[src/include/led_pkg.sv]
// Constants for the status lamp pattern driver.
// Assumes a 100 MHz system clock.
package led_pkg;
   localparam int unsigned CLK_HZ = 100_000_000;
   localparam int unsigned CLK_PERIOD_NS = 1_000_000_000 / CLK_HZ;
   // Timebase tick of 1 ms
   localparam int unsigned TICK_MS = 1;
   localparam int unsigned TICK_CYC = (TICK_MS * 1_000_000) / CLK_PERIOD_NS;
   // Pattern phase times in ms
   localparam int unsigned FLICKER_MS = 50;
   localparam int unsigned BLINK_MS = 200;
   // Pause closing a double blink, chosen
   localparam int unsigned PAUSE_MS = 1000;
   // Field supply fault may be reported this late
   localparam int unsigned PDS_DELAY_MS = 15;
   // APB register byte offsets
   localparam logic [7:0] ADDR_CTRL = 8'h00;
   localparam logic [7:0] ADDR_COND = 8'h04;
   localparam logic [7:0] ADDR_STAT = 8'h08;
   localparam logic [7:0] ADDR_IRQ = 8'h0C;
   localparam logic [7:0] ADDR_MASK = 8'h10;
   // Control bit positions
   localparam int unsigned C_POWER = 0;
   localparam int unsigned C_FAILED = 1;
   localparam int unsigned C_ADDRESSING = 2;
   localparam int unsigned C_WDOG = 3;
   localparam int unsigned C_TESTED = 4;
   localparam int unsigned C_OPER = 5;
   localparam int unsigned C_OVERCUR = 6;
   localparam int unsigned C_BROKEN = 7;
   localparam int unsigned C_NOFIELD = 8;
   localparam int unsigned C_PDS_SHORT = 9;
   localparam int unsigned C_PREOP = 10;
   localparam int unsigned C_NONFATAL = 11;
   localparam int unsigned C_BUS_STOP = 12;
   localparam int unsigned C_NUM = 13;
   localparam logic [31:0] CTRL_RST = 32'h0000_0000;
   localparam int unsigned IRQ_NUM = 4;
   // Interrupt event bits
   localparam int unsigned I_WDOG = 0;
   localparam int unsigned I_FAULT = 1;
   localparam int unsigned I_NONFATAL = 2;
   localparam int unsigned I_BUS_STOP = 3;
   typedef enum logic [2:0] {PAT_OFF, PAT_ON, PAT_FLICKER, PAT_BLINK1, PAT_BLINK2} pattern_t;
endpackage

[src/rtl/status_led_pattern_driver.sv]
// Front-panel ready and fault lamp driver with APB control and status.
// Assumes software mirrors module conditions into the control register.
//
// Local design decisions: the address map and register access over APB.
`timescale 1ns/1ps
// How it works
// - Both lamps dark without power or failed
// - Addressing: ready flickers, fault off
// - Watchdog timeout: both lamps steady, latched
// - Operational and tested: ready on, fault off
// - Over-current: ready on, fault flickers
// - Broken wire: fault flickers
// - No field power: fault flickers
// - Field supply short: fault flickers
// - Pre-operational: ready single blink
// - Nonfatal error: fault blink, latched
// - Island bus stopped: fault double blink
// - Flicker is 50 ms on, 50 off
// - Single blink is 200 ms on, 200 off
// - Double blink: on, off, on, pause
// - Supply fault shown within 15 ms
// - Local field faults shown at once
module status_led_pattern_driver #(
   parameter int unsigned TICK_CYC = led_pkg::TICK_CYC
) (
   // System
   input wire logic clk_sys_i,
   input wire logic srst_i,
   // APB slave
   input wire logic psel_i,
   input wire logic penable_i,
   input wire logic pwrite_i,
   input wire logic [7:0] paddr_i,
   input wire logic [31:0] pwdata_i,
   output logic [31:0] prdata_o,
   output logic pready_o,
   output logic pslverr_o,
   // Lamps and interrupt
   output logic ready_led_o,
   output logic fault_led_o,
   output logic irq_o
);
   logic [31:0] ctrl_ff;
   logic [31:0] prdata_ff;
   logic [led_pkg::IRQ_NUM-1:0] irq_stat_ff;
   logic [led_pkg::IRQ_NUM-1:0] irq_mask_ff;
   logic wdog_lat_ff;
   logic nonfatal_lat_ff;
   localparam int unsigned TW = (TICK_CYC > 1) ? $clog2(TICK_CYC) : 1;
   logic [TW-1:0] tick_cnt_ff;
   logic tick_ff;
   logic ready_led_ff;
   logic fault_led_ff;
   led_pkg::pattern_t rdy_pat_ff;
   led_pkg::pattern_t flt_pat_ff;
   logic [11:0] rdy_ms_ff;
   logic [11:0] flt_ms_ff;
   logic [led_pkg::IRQ_NUM-1:0] ev_prev_ff;

   // Bus decode
   wire wr_en = psel_i & penable_i & pwrite_i;
   // Read data is captured in the setup cycle so it stands at the access edge
   wire rd_en = psel_i & ~penable_i & ~pwrite_i;
   wire hit_ctrl = paddr_i == led_pkg::ADDR_CTRL;
   wire hit_cond = paddr_i == led_pkg::ADDR_COND;
   wire hit_stat = paddr_i == led_pkg::ADDR_STAT;
   wire hit_irq = paddr_i == led_pkg::ADDR_IRQ;
   wire hit_mask = paddr_i == led_pkg::ADDR_MASK;
   wire hit_any = hit_ctrl | hit_cond | hit_stat | hit_irq | hit_mask;
   assign pready_o = 1'b1;
   assign pslverr_o = psel_i & penable_i & ~hit_any;
   assign prdata_o = prdata_ff;

   // Condition inputs
   wire powered = ctrl_ff[led_pkg::C_POWER] & ~ctrl_ff[led_pkg::C_FAILED];
   wire wdog_req = ctrl_ff[led_pkg::C_WDOG];
   wire errors_fault = ctrl_ff[led_pkg::C_OVERCUR] | ctrl_ff[led_pkg::C_BROKEN]
      | ctrl_ff[led_pkg::C_NOFIELD] | ctrl_ff[led_pkg::C_PDS_SHORT];
   wire [led_pkg::IRQ_NUM-1:0] ev_now = {ctrl_ff[led_pkg::C_BUS_STOP], nonfatal_lat_ff,
      errors_fault, wdog_lat_ff};
   wire [led_pkg::IRQ_NUM-1:0] ev_rise = ev_now & ~ev_prev_ff;

   // Per-lamp pattern choice, highest priority first
   led_pkg::pattern_t nxt_rdy_pat;
   led_pkg::pattern_t nxt_flt_pat;
   always_comb begin
      nxt_rdy_pat = led_pkg::PAT_OFF;
      nxt_flt_pat = led_pkg::PAT_OFF;
      if (!powered) begin
         nxt_rdy_pat = led_pkg::PAT_OFF;
         nxt_flt_pat = led_pkg::PAT_OFF;
      end else if (wdog_lat_ff) begin
         nxt_rdy_pat = led_pkg::PAT_ON;
         nxt_flt_pat = led_pkg::PAT_ON;
      end else begin
         // Fault lamp: errors before the stopped bus
         if (errors_fault)
            nxt_flt_pat = led_pkg::PAT_FLICKER;
         else if (nonfatal_lat_ff)
            nxt_flt_pat = led_pkg::PAT_BLINK1;
         else if (ctrl_ff[led_pkg::C_BUS_STOP])
            nxt_flt_pat = led_pkg::PAT_BLINK2;
         // Ready lamp: over-current holds it on, then modes
         if (ctrl_ff[led_pkg::C_OVERCUR])
            nxt_rdy_pat = led_pkg::PAT_ON;
         else if (ctrl_ff[led_pkg::C_ADDRESSING]) begin
            nxt_rdy_pat = led_pkg::PAT_FLICKER;
            nxt_flt_pat = led_pkg::PAT_OFF;
         end else if (ctrl_ff[led_pkg::C_PREOP])
            nxt_rdy_pat = led_pkg::PAT_BLINK1;
         else if (ctrl_ff[led_pkg::C_TESTED] & ctrl_ff[led_pkg::C_OPER])
            nxt_rdy_pat = led_pkg::PAT_ON;
      end
   end

   // Lamp level for a pattern at a ms position in its cycle
   function automatic logic pat_level(led_pkg::pattern_t p, logic [11:0] ms);
      logic lvl;
      lvl = 1'b0;
      unique case (p)
         led_pkg::PAT_OFF: lvl = 1'b0;
         led_pkg::PAT_ON: lvl = 1'b1;
         led_pkg::PAT_FLICKER: lvl = ms < 12'(led_pkg::FLICKER_MS);
         led_pkg::PAT_BLINK1: lvl = ms < 12'(led_pkg::BLINK_MS);
         led_pkg::PAT_BLINK2: lvl = (ms < 12'(led_pkg::BLINK_MS))
            || (ms >= 12'(2 * led_pkg::BLINK_MS) && ms < 12'(3 * led_pkg::BLINK_MS));
      endcase
      return lvl;
   endfunction

   // Cycle length in ms of a pattern
   function automatic logic [11:0] pat_len(led_pkg::pattern_t p);
      logic [11:0] len;
      len = 12'h001;
      unique case (p)
         led_pkg::PAT_OFF, led_pkg::PAT_ON: len = 12'h001;
         led_pkg::PAT_FLICKER: len = 12'(2 * led_pkg::FLICKER_MS);
         led_pkg::PAT_BLINK1: len = 12'(2 * led_pkg::BLINK_MS);
         led_pkg::PAT_BLINK2: len = 12'(3 * led_pkg::BLINK_MS + led_pkg::PAUSE_MS);
      endcase
      return len;
   endfunction

   // Millisecond position counter: restart on pattern change
   function automatic logic [11:0] ms_next(led_pkg::pattern_t cur, led_pkg::pattern_t nxt,
         logic [11:0] ms, logic tick);
      logic [11:0] r;
      r = ms;
      if (cur != nxt)
         r = 12'h000;
      else if (tick)
         r = (ms + 12'h001 >= pat_len(cur)) ? 12'h000 : ms + 12'h001;
      return r;
   endfunction

   wire [11:0] nxt_rdy_ms = ms_next(rdy_pat_ff, nxt_rdy_pat, rdy_ms_ff, tick_ff);
   wire [11:0] nxt_flt_ms = ms_next(flt_pat_ff, nxt_flt_pat, flt_ms_ff, tick_ff);
   wire nxt_ready_led = pat_level(nxt_rdy_pat, nxt_rdy_ms);
   wire nxt_fault_led = pat_level(nxt_flt_pat, nxt_flt_ms);
   wire tick_wrap = tick_cnt_ff == TW'(TICK_CYC - 1);

   logic [31:0] nxt_prdata;
   always_comb begin
      nxt_prdata = 32'h0000_0000;
      if (rd_en && hit_ctrl)
         nxt_prdata = ctrl_ff;
      else if (rd_en && hit_cond)
         nxt_prdata = {30'h0000_0000, fault_led_ff, ready_led_ff};
      else if (rd_en && hit_stat)
         nxt_prdata = {24'h00_0000, 1'b0, flt_pat_ff, 1'b0, rdy_pat_ff} | {16'h0000, 14'h0000,
            nonfatal_lat_ff, wdog_lat_ff} << 16;
      else if (rd_en && hit_irq)
         nxt_prdata = {28'h000_0000, irq_stat_ff};
      else if (rd_en && hit_mask)
         nxt_prdata = {28'h000_0000, irq_mask_ff};
   end

   // Timebase: 1 ms tick
   always_ff @(posedge clk_sys_i) begin
      if (srst_i) begin
         tick_cnt_ff <= '0;
         tick_ff <= 1'b0;
      end else begin
         tick_cnt_ff <= tick_wrap ? TW'(0) : tick_cnt_ff + TW'(1);
         tick_ff <= tick_wrap;
      end
   end

   // Registers
   always_ff @(posedge clk_sys_i) begin
      if (srst_i) begin
         ctrl_ff <= led_pkg::CTRL_RST;
         irq_mask_ff <= '0;
         prdata_ff <= 32'h0000_0000;
      end else begin
         if (wr_en && hit_ctrl)
            ctrl_ff <= pwdata_i;
         if (wr_en && hit_mask)
            irq_mask_ff <= pwdata_i[led_pkg::IRQ_NUM-1:0];
         prdata_ff <= nxt_prdata;
      end
   end

   // Latched conditions clear only on power loss or reset
   always_ff @(posedge clk_sys_i) begin
      if (srst_i) begin
         wdog_lat_ff <= 1'b0;
         nonfatal_lat_ff <= 1'b0;
      end else if (!ctrl_ff[led_pkg::C_POWER]) begin
         wdog_lat_ff <= 1'b0;
         nonfatal_lat_ff <= 1'b0;
      end else begin
         wdog_lat_ff <= wdog_lat_ff | wdog_req;
         nonfatal_lat_ff <= nonfatal_lat_ff | ctrl_ff[led_pkg::C_NONFATAL];
      end
   end

   // Interrupt status: set wins over write-one-to-clear
   always_ff @(posedge clk_sys_i) begin
      if (srst_i) begin
         irq_stat_ff <= '0;
         ev_prev_ff <= '0;
      end else begin
         ev_prev_ff <= ev_now;
         irq_stat_ff <= (irq_stat_ff & ~((wr_en && hit_irq) ? pwdata_i[led_pkg::IRQ_NUM-1:0] : '0))
            | ev_rise;
      end
   end
   assign irq_o = |(irq_stat_ff & irq_mask_ff);

   // Lamp pattern state
   always_ff @(posedge clk_sys_i) begin
      if (srst_i) begin
         rdy_pat_ff <= led_pkg::PAT_OFF;
         flt_pat_ff <= led_pkg::PAT_OFF;
         rdy_ms_ff <= 12'h000;
         flt_ms_ff <= 12'h000;
         ready_led_ff <= 1'b0;
         fault_led_ff <= 1'b0;
      end else begin
         rdy_pat_ff <= nxt_rdy_pat;
         flt_pat_ff <= nxt_flt_pat;
         rdy_ms_ff <= nxt_rdy_ms;
         flt_ms_ff <= nxt_flt_ms;
         ready_led_ff <= nxt_ready_led;
         fault_led_ff <= nxt_fault_led;
      end
   end
   assign ready_led_o = ready_led_ff;
   assign fault_led_o = fault_led_ff;

   // Local faults are shown one cycle after the control write, far within 15 ms

   // Lamp level follows the condition registers one clock later

   a_dark_unpowered: assert property (@(posedge clk_sys_i) disable iff (srst_i)
      !ctrl_ff[led_pkg::C_POWER] |=> (!ready_led_o && !fault_led_o))
      else $error("lamp lit without power");

   a_unpowered_pattern: assert property (@(posedge clk_sys_i) disable iff (srst_i)
      !powered |=> (rdy_pat_ff == led_pkg::PAT_OFF && flt_pat_ff == led_pkg::PAT_OFF))
      else $error("pattern held without power");

   a_wdog_both_on: assert property (@(posedge clk_sys_i) disable iff (srst_i)
      (powered && wdog_lat_ff) |=> (ready_led_o && fault_led_o))
      else $error("watchdog lamps not steady");

   a_wdog_latched: assert property (@(posedge clk_sys_i) disable iff (srst_i)
      (wdog_lat_ff && ctrl_ff[led_pkg::C_POWER]) |=> wdog_lat_ff)
      else $error("watchdog latch dropped");

   a_wdog_sets_latch: assert property (@(posedge clk_sys_i) disable iff (srst_i)
      (ctrl_ff[led_pkg::C_POWER] && wdog_req) |=> wdog_lat_ff)
      else $error("watchdog latch not set");

   a_addr_fault_off: assert property (@(posedge clk_sys_i) disable iff (srst_i)
      (powered && !wdog_lat_ff && !ctrl_ff[led_pkg::C_OVERCUR] && ctrl_ff[led_pkg::C_ADDRESSING])
      |=> !fault_led_o)
      else $error("fault lamp lit while addressing");

   a_addr_ready_flicker: assert property (@(posedge clk_sys_i) disable iff (srst_i)
      (powered && !wdog_lat_ff && !ctrl_ff[led_pkg::C_OVERCUR] && ctrl_ff[led_pkg::C_ADDRESSING])
      |-> nxt_rdy_pat == led_pkg::PAT_FLICKER)
      else $error("ready lamp not flickering while addressing");

   a_oper_ready_on: assert property (@(posedge clk_sys_i) disable iff (srst_i)
      (nxt_rdy_pat == led_pkg::PAT_ON) |=> ready_led_o)
      else $error("ready lamp not on");

   a_oper_fault_off: assert property (@(posedge clk_sys_i) disable iff (srst_i)
      (powered && !wdog_lat_ff && !errors_fault && !nonfatal_lat_ff && !ctrl_ff[led_pkg::C_BUS_STOP])
      |-> nxt_flt_pat == led_pkg::PAT_OFF)
      else $error("fault lamp lit with no fault");

   // Error indications

   a_overcur_ready_on: assert property (@(posedge clk_sys_i) disable iff (srst_i)
      (powered && !wdog_lat_ff && ctrl_ff[led_pkg::C_OVERCUR]) |=> ready_led_o)
      else $error("ready lamp dark on over-current");

   a_fault_flicker: assert property (@(posedge clk_sys_i) disable iff (srst_i)
      (powered && !wdog_lat_ff && errors_fault
      && (!ctrl_ff[led_pkg::C_ADDRESSING] || ctrl_ff[led_pkg::C_OVERCUR]))
      |-> nxt_flt_pat == led_pkg::PAT_FLICKER)
      else $error("fault lamp not flickering on error");

   a_field_fault_fast: assert property (@(posedge clk_sys_i) disable iff (srst_i)
      ($rose(errors_fault) && powered && !wdog_lat_ff && !ctrl_ff[led_pkg::C_ADDRESSING])
      |=> fault_led_o)
      else $error("field fault shown late");

   a_nonfatal_blink: assert property (@(posedge clk_sys_i) disable iff (srst_i)
      (powered && !wdog_lat_ff && !errors_fault && nonfatal_lat_ff && !ctrl_ff[led_pkg::C_ADDRESSING])
      |-> nxt_flt_pat == led_pkg::PAT_BLINK1)
      else $error("fault lamp not blinking on nonfatal error");

   a_nonfatal_latched: assert property (@(posedge clk_sys_i) disable iff (srst_i)
      (nonfatal_lat_ff && ctrl_ff[led_pkg::C_POWER]) |=> nonfatal_lat_ff)
      else $error("nonfatal latch dropped");

   // Mode indications

   a_preop_blink: assert property (@(posedge clk_sys_i) disable iff (srst_i)
      (powered && !wdog_lat_ff && !ctrl_ff[led_pkg::C_OVERCUR] && !ctrl_ff[led_pkg::C_ADDRESSING]
      && ctrl_ff[led_pkg::C_PREOP]) |-> nxt_rdy_pat == led_pkg::PAT_BLINK1)
      else $error("ready lamp not blinking in pre-operational mode");

   a_bus_stop_blink: assert property (@(posedge clk_sys_i) disable iff (srst_i)
      (powered && !wdog_lat_ff && !errors_fault && !nonfatal_lat_ff && !ctrl_ff[led_pkg::C_ADDRESSING]
      && ctrl_ff[led_pkg::C_BUS_STOP]) |-> nxt_flt_pat == led_pkg::PAT_BLINK2)
      else $error("fault lamp not double blinking");

   // Pattern timing
   a_flicker_restart: assert property (@(posedge clk_sys_i) disable iff (srst_i)
      (nxt_flt_pat != flt_pat_ff && nxt_flt_pat == led_pkg::PAT_FLICKER) |=> fault_led_o)
      else $error("pattern did not start on");
   a_blink_phase: assert property (@(posedge clk_sys_i) disable iff (srst_i)
      (rdy_pat_ff == led_pkg::PAT_BLINK1 && rdy_ms_ff == 12'(led_pkg::BLINK_MS)) |-> !ready_led_o
      || $changed(rdy_pat_ff))
      else $error("single blink off phase wrong");

   a_flicker_len: assert property (@(posedge clk_sys_i) disable iff (srst_i)
      (flt_pat_ff == led_pkg::PAT_FLICKER) |-> flt_ms_ff < 12'(2 * led_pkg::FLICKER_MS))
      else $error("flicker cycle too long");

   a_flicker_off_phase: assert property (@(posedge clk_sys_i) disable iff (srst_i)
      (flt_pat_ff == led_pkg::PAT_FLICKER && flt_ms_ff >= 12'(led_pkg::FLICKER_MS)) |-> !fault_led_o)
      else $error("flicker off phase lit");

   a_blink_len: assert property (@(posedge clk_sys_i) disable iff (srst_i)
      (rdy_pat_ff == led_pkg::PAT_BLINK1) |-> rdy_ms_ff < 12'(2 * led_pkg::BLINK_MS))
      else $error("single blink cycle too long");

   a_dbl_pause: assert property (@(posedge clk_sys_i) disable iff (srst_i)
      (flt_pat_ff == led_pkg::PAT_BLINK2 && flt_ms_ff >= 12'(3 * led_pkg::BLINK_MS)) |-> !fault_led_o)
      else $error("double blink pause lit");
   a_dbl_second_on: assert property (@(posedge clk_sys_i) disable iff (srst_i)
      (flt_pat_ff == led_pkg::PAT_BLINK2 && nxt_flt_pat == led_pkg::PAT_BLINK2
      && flt_ms_ff == 12'(2 * led_pkg::BLINK_MS)) |=> fault_led_o)
      else $error("double blink second pulse missing");

   // Timebase and restart

   a_tick_at_zero: assert property (@(posedge clk_sys_i) disable iff (srst_i)
      tick_ff |-> tick_cnt_ff == '0)
      else $error("tick out of step with its counter");

   a_ms_restart: assert property (@(posedge clk_sys_i) disable iff (srst_i)
      (nxt_rdy_pat != rdy_pat_ff) |=> rdy_ms_ff == 12'h000)
      else $error("pattern position not restarted");

   a_ms_hold: assert property (@(posedge clk_sys_i) disable iff (srst_i)
      (!tick_ff && nxt_rdy_pat == rdy_pat_ff) |=> $stable(rdy_ms_ff))
      else $error("pattern position moved without tick");

   // Interrupt

   a_irq_level: assert property (@(posedge clk_sys_i) disable iff (srst_i)
      (|(ev_rise & irq_mask_ff) && !(wr_en && hit_mask)) |=> irq_o)
      else $error("unmasked event raised no interrupt");
endmodule // status_led_pattern_driver

[config.mk]
export PLATFORM = sky130hd
export DESIGN_NAME = status_led_pattern_driver
export DESIGN_NICKNAME = d
export VERILOG_FILES = /design/src/include/led_pkg.sv /design/src/rtl/status_led_pattern_driver.sv
export SDC_FILE = /design/constraint.sdc
export NUM_CORES = 1
export LEC_CHECK = 0
export BUFFER_PORTS_ARGS = -buffer_cell sky130_fd_sc_hd__buf_2
export CORE_ASPECT_RATIO = 1.4
export CORE_UTILIZATION = 26
export CTS_BUF_LIST = sky130_fd_sc_hd__clkbuf_8
export DETAILED_ROUTE_END_ITERATION = 16
export PLACE_DENSITY = 0.53
export SLEW_MARGIN = 10
export SYNTH_ARGS = -nofsm -noshare
export SYNTH_HDL_FRONTEND = slang
export SYNTH_SLANG_ARGS = --single-unit
[constraint.sdc]
create_clock -name clk_sys_i -period 3.7 [get_ports clk_sys_i]
set_clock_uncertainty 0.1 [all_clocks]
set_input_delay 0.925 -clock clk_sys_i [delete_from_list [all_inputs] [get_ports clk_sys_i]]
set_output_delay 0.925 -clock clk_sys_i [all_outputs]
set_load 0.1 [all_outputs]
# After elaboration in Yosys (flattened, before gate mapping)
# Index checks and enable logic that the tools add are counted.
dict set report totals {
  reg_bits 128
  word_cells 134
}
dict set report classes {
  reduce_logical 22
  n_bitwise 28
  magnitude_cmp 10
  n_eq_ne 23
  mux 33
  add_sub_neg 3
}
# operator n
set ops {}
lappend ops {{$mux W12} 10}
lappend ops {{$pmux W12 S4} 2}
lappend ops {{$mux W18} 2}
lappend ops {{$mux W32} 1}
lappend ops {{$add A12 B1 Y12 const B} 2}
lappend ops {{$eq A3 B2 Y1 const B} 8}
lappend ops {{$ge A12 B12 Y1} 2}
lappend ops {{$ge A12 B9 Y1 const B} 2}
lappend ops {{$lt A12 B10 Y1 const B} 2}
lappend ops {{$lt A12 B6 Y1 const B} 2}
lappend ops {{$lt A12 B8 Y1 const B} 2}
lappend ops {{$mux W3} 8}
lappend ops {{$or A7 B18 Y18} 1}
lappend ops {{$add A17 B1 Y17 const B} 1}
lappend ops {{$eq A17 B17 Y1 const B} 1}
lappend ops {{$eq A8 B4 Y1 const B} 2}
lappend ops {{$and A4 B4 Y4} 3}
lappend ops {{$eq A3 B1 Y1 const B} 4}
lappend ops {{$eq A3 B3 Y1 const B} 4}
lappend ops {{$logic_not A3 Y1} 4}
lappend ops {{$mux W4} 3}
lappend ops {{$logic_and A1 B1 Y1} 10}
lappend ops {{$pmux W1 S5} 2}
lappend ops {{$or A1 B1 Y1} 9}
lappend ops {{13 further kinds} 32}

# Depth between registers and ports, before layout
# Gate-level depths: netlist of the first run.
dict set report logic_depth {
  ltp_word 18
  mapped_depth 15
  mapped_depth_nobuf 13
}

# Least setup slack after synthesis of the first run
# Ideal clock, no wire load.
dict set report synth_path {
  path_kind {reg-to-reg}
  start {reg flt_ms_ff[2]}
  end {reg fault_led_ff (netlist: fault_led_o)}
  synth_period_minus_slack_ps 3523
  slack_ps 177
  n_path_buf 2
  t_arrival_ps 3294
  path_stages_with_launch 15
  path_cell_list {dfxtp_1 > clkbuf_1 > and4_1 > nand4_1 > xnor2_1 > ha_1 > a41o_1 > a21oi_1 > o21a_1 > clkbuf_1 > and4_4 > o21bai_4 > or4_4 > a41oi_2 > o211ai_1}
}
dict set report synth_via {
  elab_chain_len 9
  word_cells_on_any_way 12
}
# item line_no
set synth_rtl {}
lappend synth_rtl {{start, declared} status_led_pattern_driver.sv:57} ;# logic [11:0] flt_ms_ff;
lappend synth_rtl {{start signal, assigned} status_led_pattern_driver.sv:244} ;# flt_ms_ff <= nxt_flt_ms;
lappend synth_rtl {{$add A12 B1 Y12} status_led_pattern_driver.sv:152} ;# r = (ms + 12'h001 >= pat_len(cur)) ? 12'h000 : ms + 12'h001;
lappend synth_rtl {{$ge A12 B12 Y1} status_led_pattern_driver.sv:152}
lappend synth_rtl {{$mux W12} status_led_pattern_driver.sv:152}
lappend synth_rtl {{$mux W12 (*)} status_led_pattern_driver.sv:151} ;# else if (tick)
lappend synth_rtl {{$mux W12 (*)} status_led_pattern_driver.sv:149} ;# if (cur != nxt)
lappend synth_rtl {{$ge A12 B9 Y1 or $lt A12 B10 Y1 (tied branches)} status_led_pattern_driver.sv:126} ;# || (ms >= 12'(2 * led_pkg::BLINK_MS) && ms < 12'(3 * led_pkg::BLINK_MS));
lappend synth_rtl {{$logic_and A1 B1 Y1} status_led_pattern_driver.sv:126}
lappend synth_rtl {{$logic_or A1 B1 Y1} status_led_pattern_driver.sv:126}
lappend synth_rtl {{$pmux W1 S5 (*)} status_led_pattern_driver.sv:120} ;# unique case (p)
lappend synth_rtl {{end signal, assigned} status_led_pattern_driver.sv:246} ;# fault_led_ff <= nxt_fault_led;
lappend synth_rtl {{end, declared} status_led_pattern_driver.sv:53} ;# logic fault_led_ff;
# Mark *: on every way between the ends. The rest lies on a longest branch, timed or not.
# A chain may end at the register's enable or synchronous reset.

# Worst setup path in the final report of the first run
dict set report layout_path {
  start {reg rdy_ms_ff[0]}
  end {reg ready_led_ff (netlist: ready_led_o)}
}
dict set report layout_via {
  elab_chain_len 9
  word_cells_on_any_way 12
}
# item line_no
set layout_rtl {}
lappend layout_rtl {{start, declared} status_led_pattern_driver.sv:56} ;# logic [11:0] rdy_ms_ff;
lappend layout_rtl {{start signal, assigned} status_led_pattern_driver.sv:243} ;# rdy_ms_ff <= nxt_rdy_ms;
lappend layout_rtl {{$add A12 B1 Y12} status_led_pattern_driver.sv:152}
lappend layout_rtl {{$ge A12 B12 Y1} status_led_pattern_driver.sv:152}
lappend layout_rtl {{$mux W12} status_led_pattern_driver.sv:152}
lappend layout_rtl {{$mux W12 (*)} status_led_pattern_driver.sv:151}
lappend layout_rtl {{$mux W12 (*)} status_led_pattern_driver.sv:149}
lappend layout_rtl {{$ge A12 B9 Y1 or $lt A12 B10 Y1 (tied branches)} status_led_pattern_driver.sv:126}
lappend layout_rtl {{$logic_and A1 B1 Y1} status_led_pattern_driver.sv:126}
lappend layout_rtl {{$logic_or A1 B1 Y1} status_led_pattern_driver.sv:126}
lappend layout_rtl {{$pmux W1 S5 (*)} status_led_pattern_driver.sv:120}
lappend layout_rtl {{end signal, assigned} status_led_pattern_driver.sv:245} ;# ready_led_ff <= nxt_ready_led;
lappend layout_rtl {{end, declared} status_led_pattern_driver.sv:52} ;# logic ready_led_ff;
# Marks and branches as above.

==> reports/qor.txt, run 1 <==
Max-slew headroom: 0.4810
FF+latch area: 2550 um2
Initial Utilization: 0.2645
CP max stage delay: 0.44 ns
Final GP Congestion: 0.8915
CORE AREA: 23200 um2
CP arrival: 3.67 ns
Mapped Area: 6137 um2
Router iterations before antenna repair: 4
Synth Net Count: 822
Syn Area/Cell: 8.096 um2
Clock root buffer: clkbuf_8
Synth Instances: 758
Share of cells above drive strength 1: 0.1896
Worst setup EP type: register
Ys async rst share: 0
Startpoint Class: register
Port Buffers: 80
Total negative slack: 0 ns
Leak: 2.844 nW
Fill count: 2461
Post-CTS resize count: 0
Post-synth top area cell: dfxtp_1
Slew @ Worst Pin: 0.7785 ns
Initial antenna violation count: 0
Top cells by count, synth: 127 x dfxtp_1, 113 x nand2_1, 95 x nor2_1, 62 x a21oi_1, 33 x clkbuf_1
Pins over their slew limit: 0
Largest net degree at the start of global routing: 39
Top post-synthesis cells by area: dfxtp_1 41%, nand2_1 6.9%, nor2_1 5.8%
# DRC: 0
Die H: 183.8 um
Yosys cell types: 64
I/O pin cnt: 82
Slowest CP cell: a211o_2
Minimum clock period after layout: 3.446 ns
WL/cell: 13.74 um
Synth warn: 0
# setup viols final: 0
Final ANT Viol Nets: 0
Clk_lat worst skew: 0.45 ns
Post-synth EDFFs: 0
Total Wirelength: 15.87 mm
Post-DP HPWL: 11.74 mm
Vias per cell: 4.692
Worst hold path class: register to register
Gr usage total: 0.1360
Finished Cell Area: 7375 um2
Bufs and invs on worst path: 1
Diodes inserted: 0
Ys flop type: dfxtp_1
Flip-flop and latch count after synthesis: 127
Cell with the most instances after synthesis: dfxtp_1
H-tree levels: 4
Rows: 66
FMAX: 290.2 MHz
First-pass GRT wire length: 26.21 mm
Die ar.: 24230 um2
Clock Pin Slew Worst Setup and Hold Paths: 0.08 ns
Final hold violation count: 0
Hold Buf Count CTS: 0
Total number of vias: 5419
Max VDD drop: 0.0002109 V
Top cell type's share of synthesized area: 0.4143
Area of the multi-input gates: 3364 um2
CTS max path bufs: 2
Starting DRC count in detailed routing: 246
CTS tree: done
CTS buffer count: 17
Layout area overhead: 20.16%
Max-cap violations: 0
Remaining global-route overflow: 0
Vias in the first global route: 5268
Seq/Total Area, Yosys: 0.4143
Chip width: 131.8 um
Sink Count: 127
Postcts setup bufs: 0
P per Cell Area: 373.4 nW/um2
Required time of the critical path: 3.93 ns
Status: completed
Unrepaired setup endpoints after global routing: no
CP top delay family: compound AO/OA/AOI/OAI gates
Post-DP Area: 6927 um2
Critical Path Fanout Max: 12
Nets: 900
CP Class: register to register
Final period utilization: 0.9313
Worst path cell trace: ha_1, inv_1, or3_1, xnor2_1, ha_1, and4_1, a211oi_1, o221ai_1, a211o_2, o32ai_1, a221oi_1, a211oi_1, o22ai_1
metal layers:
layer  part of all wire  GRT usage
met1               0.45     0.1555
met2               0.50     0.2421
met3              0.031    0.03033
met4              0.025    0.05814
met5                  0          0
state kept, by name, summed over array words and instances (netlist names), 2 cells and up:
signal / cells
ctrl_ff: 32
prdata_o: 32
tick_cnt_ff: 17
flt_ms_ff: 12
rdy_ms_ff: 12
ev_prev_ff: 4
irq_mask_ff: 4
irq_stat_ff: 4
flt_pat_ff: 3
rdy_pat_ff: 2
stage by stage:
step	hold slack (ns)	util	cells	setup slack [ns]	total power, mW
6_report	0.3504	0.3178	1155	0.2542	2.753
5_1_grt	0.3659	0.3178	1155	0.002592	2.855
4_1_cts	0.3540	0.3172	1155	0.1320	2.792
3_5_place_dp	0.3409	0.2985	1123	0.1428	1.477
3_3_place_gp	0.3330	0.2985	1123	0.1472	1.478
2_1_floorplan	0.3296	-	758	0.1765	1.440
path summary, 6_finish.rpt:
check | slack (ns) | end | from | cells after the start
setup reg to reg | 0.25 | ready_led_o$_SDFF_PP0_ | rdy_ms_ff[0]$_SDFFE_PP0P_ | 13
setup / recovery | 0.25 | ready_led_o$_SDFF_PP0_ | rdy_ms_ff[0]$_SDFFE_PP0P_ | 13
hold reg to reg | 0.35 | ctrl_ff[23]$_SDFFE_PP0P_ | ctrl_ff[23]$_SDFFE_PP0P_ | 2
hold / removal | 0.35 | ctrl_ff[23]$_SDFFE_PP0P_ | ctrl_ff[23]$_SDFFE_PP0P_ | 2
cells by family after synthesis:
kind of cell | after synthesis | synth area share
other | 1 | 0.0006110
buffers and inverters | 62 | 0.04057
AO/OA/AOI/OAI | 152 | 0.1623
adder cells (fa/ha/maj) | 19 | 0.03874
AND/OR/NAND/NOR | 355 | 0.2813
XOR/XNOR | 33 | 0.04710
multiplexers | 9 | 0.01509
flip-flops | 127 | 0.4143
cell usage in the layout (no fill, tap or decap), types with 11 or more instances in the layout:
cell,instances
dfxtp_1,121
nand2_1,113
nor2_1,95
buf_2,80
a21oi_1,62
and2_1,30
nand3_1,24
buf_4,24
o21ai_0,20
clkbuf_8,20
inv_1,19
ha_1,19
xnor2_1,18
xor2_1,15
nor2b_1,15
nor3_1,15
nand4_1,13
a22oi_1,11
final cells by class:
| cell class | count | area share |
|---|---|---|
| well taps | 306 | 0.05192 |
| clock buffers | 20 | 0.03733 |
| clock inverters | 12 | 0.02138 |
| multi-input cells | 569 | 0.4562 |
| repair buffers | 104 | 0.07872 |
| flip-flops and latches | 127 | 0.3458 |
| inverters | 17 | 0.008653 |
worst min-delay path: stages, from the launching register on:
cell and delay (ns):
dfxtp_1 0.31, nand2_1 0.05, a21oi_1 0.05
power breakdown:
| group | internal, mW | leakage, nW | switching [mW] |
|---|---|---|---|
| combinational | 0.0256 | 1.60 | 0.0477 |
| sequential | 1.37 | 1.03 | 0.00258 |
| clock | 0.725 | 0.223 | 0.584 |
| total | 2.12 | 2.84 | 0.634 |
Note: power is estimated with default switching activity, not from simulation.
==> run 2: changes to the inputs <==
- CTS_BUF_LIST: sky130_fd_sc_hd__clkbuf_8 -> sky130_fd_sc_hd__clkbuf_16
==> reports/qor.txt, run 2 (same netlist as run 1, synthesis figures left out) <==
CTS buffer count: 17 (unchanged)
Nets: 900 (unchanged)
Chip width: 131.8 um (unchanged)
Final period utilization: 0.9337 (+0.002380)
Hold path start: ctrl_ff[14]$_SDFFE_PP0P_
# setup viols final: 0 (unchanged)
Max-slew headroom: 0.4948 (+0.01377)
Worst hold path class: register to register
Vias in the first global route: 5312 (+0.84%)
WHS Path Cells: 2 (unchanged)
Largest net degree at the start of global routing: 39 (unchanged)
WL/cell: 13.76 um (+0.18%)
Unrepaired setup endpoints after global routing: no
Max-cap violations: 0 (unchanged)
CTS max path bufs: 2 (unchanged)
Die H: 183.8 um (unchanged)
Slew @ Worst Pin: 0.7578 ns (-0.02065 ns)
Worst setup EP type: register
Critical Path Fanout Max: 12 (unchanged)
Worst R2R End: ready_led_o$_SDFF_PP0_
Reg2reg start: rdy_ms_ff[0]$_SDFFE_PP0P_
Total Wirelength: 15.90 mm (+0.18%)
Commonest non-fill, non-tap cell in the layout: dfxtp_1
Most frequent cells in the layout: 121 x dfxtp_1, 113 x nand2_1, 95 x nor2_1
Slowest CP cell: a211o_2
Postcts setup bufs: 0 (unchanged)
Initial Utilization: 0.2645 (unchanged)
H-tree levels: 4 (unchanged)
First-pass GRT wire length: 26.34 mm (+0.47%)
FMAX: 289.5 MHz (-0.25%)
Layout area overhead: 22.79%
Hold Buf Count CTS: 0 (unchanged)
FF+latch area: 2550 um2 (unchanged)
Pins over their slew limit: 0 (unchanged)
CP arrival: 3.65 ns (-0.02 ns)
Rows: 66 (unchanged)
Initial antenna violation count: 0 (unchanged)
Clock root buffer: clkbuf_16
Area of the multi-input gates: 3364 um2 (unchanged)
Final hold violation count: 0 (unchanged)
Port Buffers: 80 (unchanged)
CP top delay family: compound AO/OA/AOI/OAI gates
Total negative slack: 0 ns (unchanged)
# DRC: 0 (unchanged)
CORE AREA: 23200 um2 (unchanged)
CTS tree: done
Clk_lat worst skew: 0.42 ns (-0.03 ns)
Remaining global-route overflow: 0 (unchanged)
Diodes inserted: 0 (unchanged)
Router iterations before antenna repair: 4 (unchanged)
Post-CTS resize count: 0 (unchanged)
Required time of the critical path: 3.90 ns (-0.03 ns)
Reg2reg path depth: 13 (unchanged)
Hold Path End: ctrl_ff[14]$_SDFFE_PP0P_
Vias per cell: 4.735 (+0.92%)
Sink Count: 127 (unchanged)
Leak: 2.915 nW (+2.5%)
Starting DRC count in detailed routing: 286 (+16%)
P per Cell Area: 416.8 nW/um2 (+12%)
Startpoint Class: register
Final Util: 0.3248 (+0.006956)
Minimum clock period after layout: 3.455 ns (+0.008805 ns)
Total number of vias: 5469 (+0.92%)
Clock Pin Slew Worst Setup and Hold Paths: 0.06 ns (-0.02 ns)
Gr usage total: 0.1366 (+0.0005920)
Worst path cell trace: ha_1, inv_1, or3_1, xnor2_1, ha_1, and4_1, a211oi_1, o221ai_1, a211o_2, o32ai_1, a221oi_1, a211oi_1, o22ai_1
Share of cells above drive strength 1: 0.1861 (-0.003534)
Fill count: 2440 (-0.85%)
Status: completed
Final GP Congestion: 0.8915 (unchanged)
Bufs and invs on worst path: 1 (unchanged)
Reg-to-reg slack, setup: 0.25 ns (about the same)
I/O pin cnt: 82 (unchanged)
Die ar.: 24230 um2 (unchanged)
CP max stage delay: 0.44 ns (about the same)
Post-DP HPWL: 11.74 mm (unchanged)
Max VDD drop: 0.0002938 V (+39%)
Final ANT Viol Nets: 0 (unchanged)
CP Class: register to register
## run 2: cell count changes in the layout (fill, tap and decap cells not counted)
cell,change
clkbuf_8,-20
clkinv_1,+3
clkbuf_16,+17
## run 2: layout make-up
type / count / share of cell area
inverters: 17 / 0.008468
clock buffers: 17 / 0.05645
multi-input cells: 569 / 0.4465
repair buffers: 104 / 0.07704
clock inverters: 15 / 0.02241
flip-flops and latches: 127 / 0.3384
well taps: 306 / 0.05081
## run 2: how the worst max path moves through the flow
stage / start / endpoint / slack, ns / cells past startpoint
3_5_place_dp: flt_ms_ff[2]$_SDFF_PP0_ / fault_led_o$_SDFF_PP0_ / 0.14 / 12
3_3_place_gp: flt_ms_ff[1]$_SDFF_PP0_ / fault_led_o$_SDFF_PP0_ / 0.15 / 13
6_report: rdy_ms_ff[0]$_SDFFE_PP0P_ / ready_led_o$_SDFF_PP0_ / 0.25 / 13
5_1_grt: flt_ms_ff[6]$_SDFF_PP0_ / fault_led_o$_SDFF_PP0_ / 0.005 / 12
2_1_floorplan: flt_ms_ff[2]$_SDFF_PP0_ / fault_led_o$_SDFF_PP0_ / 0.18 / 14
4_1_cts: flt_ms_ff[0]$_SDFF_PP0_ / fault_led_o$_SDFF_PP0_ / 0.14 / 13
## run 2: routing by layer
metal	routed length [um]	vias up	global-route usage
li1	-	2787	-
met1	6974	2553	0.1563
met2	7956	101	0.2402
met3	511	28	0.02978
met4	453	0	0.06558
met5	0	-	0
## run 2: tightest hold or removal path, delay by kind of cell, from the launching register on
kind / cells / cell delay (ns)
and+or+nand+nor: 1 / 0.05
AOI/OAI and AO/OA: 1 / 0.05
DFF: 1 / 0.30
## run 2: power by group
| group | internal [mW] | total (mW) | switching (mW) |
|---|---|---|---|
| Combinational | 0.0255 | 0.0731 | 0.0475 |
| Sequential | 1.37 | 1.37 | 0.00256 |
| Clock | 1.06 | 1.69 | 0.640 |
## run 2: per-stage QoR
step / cell area (um2) / setup slack [ns] / power [mW] / hold WS, ns / std cells
2_1_floorplan: 6137 / 0.1765 / 1.440 / 0.3296 / 758
3_3_place_gp: 6927 / 0.1472 / 1.478 / 0.3330 / 1123
3_5_place_dp: 6927 / 0.1428 / 1.477 / 0.3409 / 1123
4_1_cts: 7521 / 0.1362 / 3.181 / 0.3516 / 1155
5_1_grt: 7536 / 0.005376 / 3.248 / 0.3648 / 1155
6_report: 7536 / 0.2454 / 3.141 / 0.3476 / 1155
==> run 3: changes to the inputs <==
- ABC_AREA: default -> 1
- SLEW_MARGIN: 10 -> default
==> reports/qor.txt, run 3 <==
P per Cell Area: 443.3 nW/um2 (+6.4%)
# setup viols final: 0 (unchanged)
Die ar.: 23390 um2 (-3.5%)
Final hold violation count: 0 (unchanged)
Total Wirelength: 15.35 mm (-3.4%)
Max-slew headroom: 0.5817 (+0.08690)
Final ANT Viol Nets: 0 (unchanged)
Top cell type's share of synthesized area: 0.4293 (+0.01505)
Hold Worst Slack: 0.3189 ns (-0.02871 ns)
Chip width: 129.6 um (-1.7%)
Clock Pin Slew Worst Setup and Hold Paths: 0.06 ns (about the same)
Synth Instances: 806 (+6.3%)
CORE AREA: 22450 um2 (-3.3%)
CTS max path bufs: 2 (unchanged)
Share of cells above drive strength 1: 0.1630 (-0.02313)
I/O pin cnt: 82 (unchanged)
Pins over their slew limit: 0 (unchanged)
Worst hold path class: register to register
CTS buffer count: 17 (unchanged)
Final GP Congestion: 0.8587 (-3.7%)
Ys async rst share: 0 (unchanged)
Vias per cell: 4.389 (-7.3%)
Largest net degree at the start of global routing: 58 (+49%)
Post-synth top area cell: dfxtp_1
Startpoint Class: register
FMAX: 318.0 MHz (+9.9%)
Combinational Power Share: 0.024 (about the same)
Post-CTS resize count: 0 (unchanged)
Finished Cell Area: 7272 um2 (-3.5%)
Post-synth EDFFs: 0 (unchanged)
Clk_lat worst skew: 0.42 ns (about the same)
GR peak layer: met2
CP Class: register to register
Sequential Power Share: 0.426 (-0.011)
Max-cap violations: 0 (unchanged)
Critical Path Fanout Max: 7 (-5)
Required time of the critical path: 3.89 ns (about the same)
Port Buffers: 80 (unchanged)
Final Util: 0.3240 (-0.0007910)
H-tree levels: 4 (unchanged)
Post-Place Cells: 1171 (+4.3%)
# DRC: 0 (unchanged)
Clock root buffer: clkbuf_16
Hold Buf Count CTS: 0 (unchanged)
Total number of vias: 5280 (-3.5%)
Most frequent cells in the layout: 127 x dfxtp_1, 122 x nand2_1, 121 x inv_1
Synth warn: 0 (unchanged)
CTS tree: done
Remaining global-route overflow: 0 (unchanged)
Layout area overhead: 22.80% (about the same)
Router iterations before antenna repair: 6 (+2)
Yosys cell types: 44 (-31%)
CP arrival: 3.34 ns (-0.31 ns)
GR Layer Usage met1: 0.1388 (-0.01754)
Met3 usage: 0.03029 (+0.0005084)
Vias in the first global route: 5353 (+0.77%)
Top cells by count, synth: 127 x dfxtp_1, 122 x nand2_1, 120 x inv_1, 108 x nor2_1, 56 x o21ai_0
Total negative slack: 0 ns (unchanged)
Post-DP HPWL: 11.64 mm (-0.90%)
Post-DP Area: 6646 um2 (-4.0%)
Worst setup EP type: register
Initial antenna violation count: 1 (+1)
Slew @ Worst Pin: 0.6217 ns (-0.1361 ns)
Flip-flop and latch count after synthesis: 127 (unchanged)
Postcts setup bufs: 0 (unchanged)
Ys flop type: dfxtp_1
Commonest non-fill, non-tap cell in the layout: dfxtp_1
Max VDD drop: 0.0002735 V (-6.9%)
Sw frac: 0.2009 (-0.01870)
Seq/Total Area, Yosys: 0.4293 (+0.01505)
Initial Utilization: 0.2638 (-0.0006536)
Sink Count: 127 (unchanged)
Clock share of power: 0.550 (+0.010)
Diodes inserted: 0 (unchanged)
Minimum clock period after layout: 3.144 ns (-0.3105 ns)
Psw: 647.7 uW (-6.1%)
Leak: 3.036 nW (+4.2%)
Cell with the most instances after synthesis: dfxtp_1
Syn Area/Cell: 7.347 um2 (-9.3%)
Mapped Area: 5922 um2 (-3.5%)
Status: completed
First-pass GRT wire length: 25.25 mm (-4.1%)
Rows: 65 (-1.5%)
Die H: 180.6 um (-1.7%)
Int Power: 2.576 mW (+5.1%)
Unrepaired setup endpoints after global routing: no
Gr usage total: 0.1399 (+0.003281)
Nets: 953 (+5.9%)
Starting DRC count in detailed routing: 205 (-28%)
Met2 Track Usage GR: 0.2701 (+0.02990)
Top post-synthesis cells by area: dfxtp_1 43%, nand2_1 7.7%, inv_1 7.6%
Synth Net Count: 870 (+5.8%)
Final period utilization: 0.8498 (-0.08391)
Finished Layout Cells: 1203 (+4.2%)
WL/cell: 12.76 um (-7.3%)
run 3: layout make-up:
class	count	area, um2
multi-input combinational	530	2801
timing repair buffer	87	452.9
tap	301	376.6
fill	2470	15170
clock buffer	17	425.4
inverter	126	473.0
clock inverter	15	200.2
sequential	127	2542
run 3: path summary, 6_finish.rpt:
path / to / slack, ns / startpoint / cells after the start
hold / removal: irq_stat_ff[1]$_SDFF_PP0_ / 0.32 / ev_prev_ff[1]$_SDFF_PP0_ / 1
setup reg to reg: fault_led_o$_SDFF_PP0_ / 0.56 / flt_ms_ff[0]$_SDFF_PP0_ / 22
hold reg to reg: irq_stat_ff[1]$_SDFF_PP0_ / 0.32 / ev_prev_ff[1]$_SDFF_PP0_ / 1
setup / recovery: fault_led_o$_SDFF_PP0_ / 0.56 / flt_ms_ff[0]$_SDFF_PP0_ / 22
run 3: logic make-up after synthesis:
family | Yosys count | share of synthesized area
compound gates | 147 | 0.1346
other cells | 1 | 0.0006332
simple gates | 345 | 0.2702
xor+xnor | 18 | 0.02662
fa+ha+maj | 19 | 0.04014
flops | 127 | 0.4293
buf+inv | 149 | 0.09846
run 3: critical path, cell delays in order (launching register included):
cell,delay [ns]
dfxtp_1,0.43
ha_1,0.24
nand3_1,0.15
nor2_1,0.15
xor2_1,0.16
inv_1,0.08
ha_1,0.30
nand2_1,0.08
o21ai_0,0.08
nor2_1,0.09
nand2_1,0.06
nand2_1,0.17
nand2_1,0.19
o21ai_1,0.16
nand2_1,0.11
nand2_1,0.08
nand3_1,0.08
nand2_1,0.06
nand2_1,0.05
nand2_1,0.06
nand2_1,0.05
nand2_1,0.05
a21oi_1,0.05
run 3: metal layers:
metal / wire length [um] / part of all wire / vias up
met5: 10 / 0.00065 / -
met4: 358 / 0.023 / 2
met3: 487 / 0.032 / 28
met2: 8447 / 0.55 / 83
met1: 6049 / 0.39 / 2395
li1: - / - / 2772
run 3: stage by stage:
step | worst slack (ns) | power, mW
after floorplan | 0.3179 | 1.444
after global placement | 0.5839 | 1.480
after detailed placement | 0.5869 | 1.480
after CTS | 0.5667 | 3.273
after global routing | 0.1467 | 3.347
final | 0.5558 | 3.224
run 3: power by group through the flow:
stage	clock, mW	combinational (mW)	sequential (mW)
6_report	1.77	0.0766	1.37
5_1_grt	1.89	0.0871	1.37
4_1_cts	1.82	0.0780	1.37
3_5_place_dp	0	0.0779	1.40
3_3_place_gp	0	0.0778	1.40
2_1_floorplan	0	0.0418	1.40
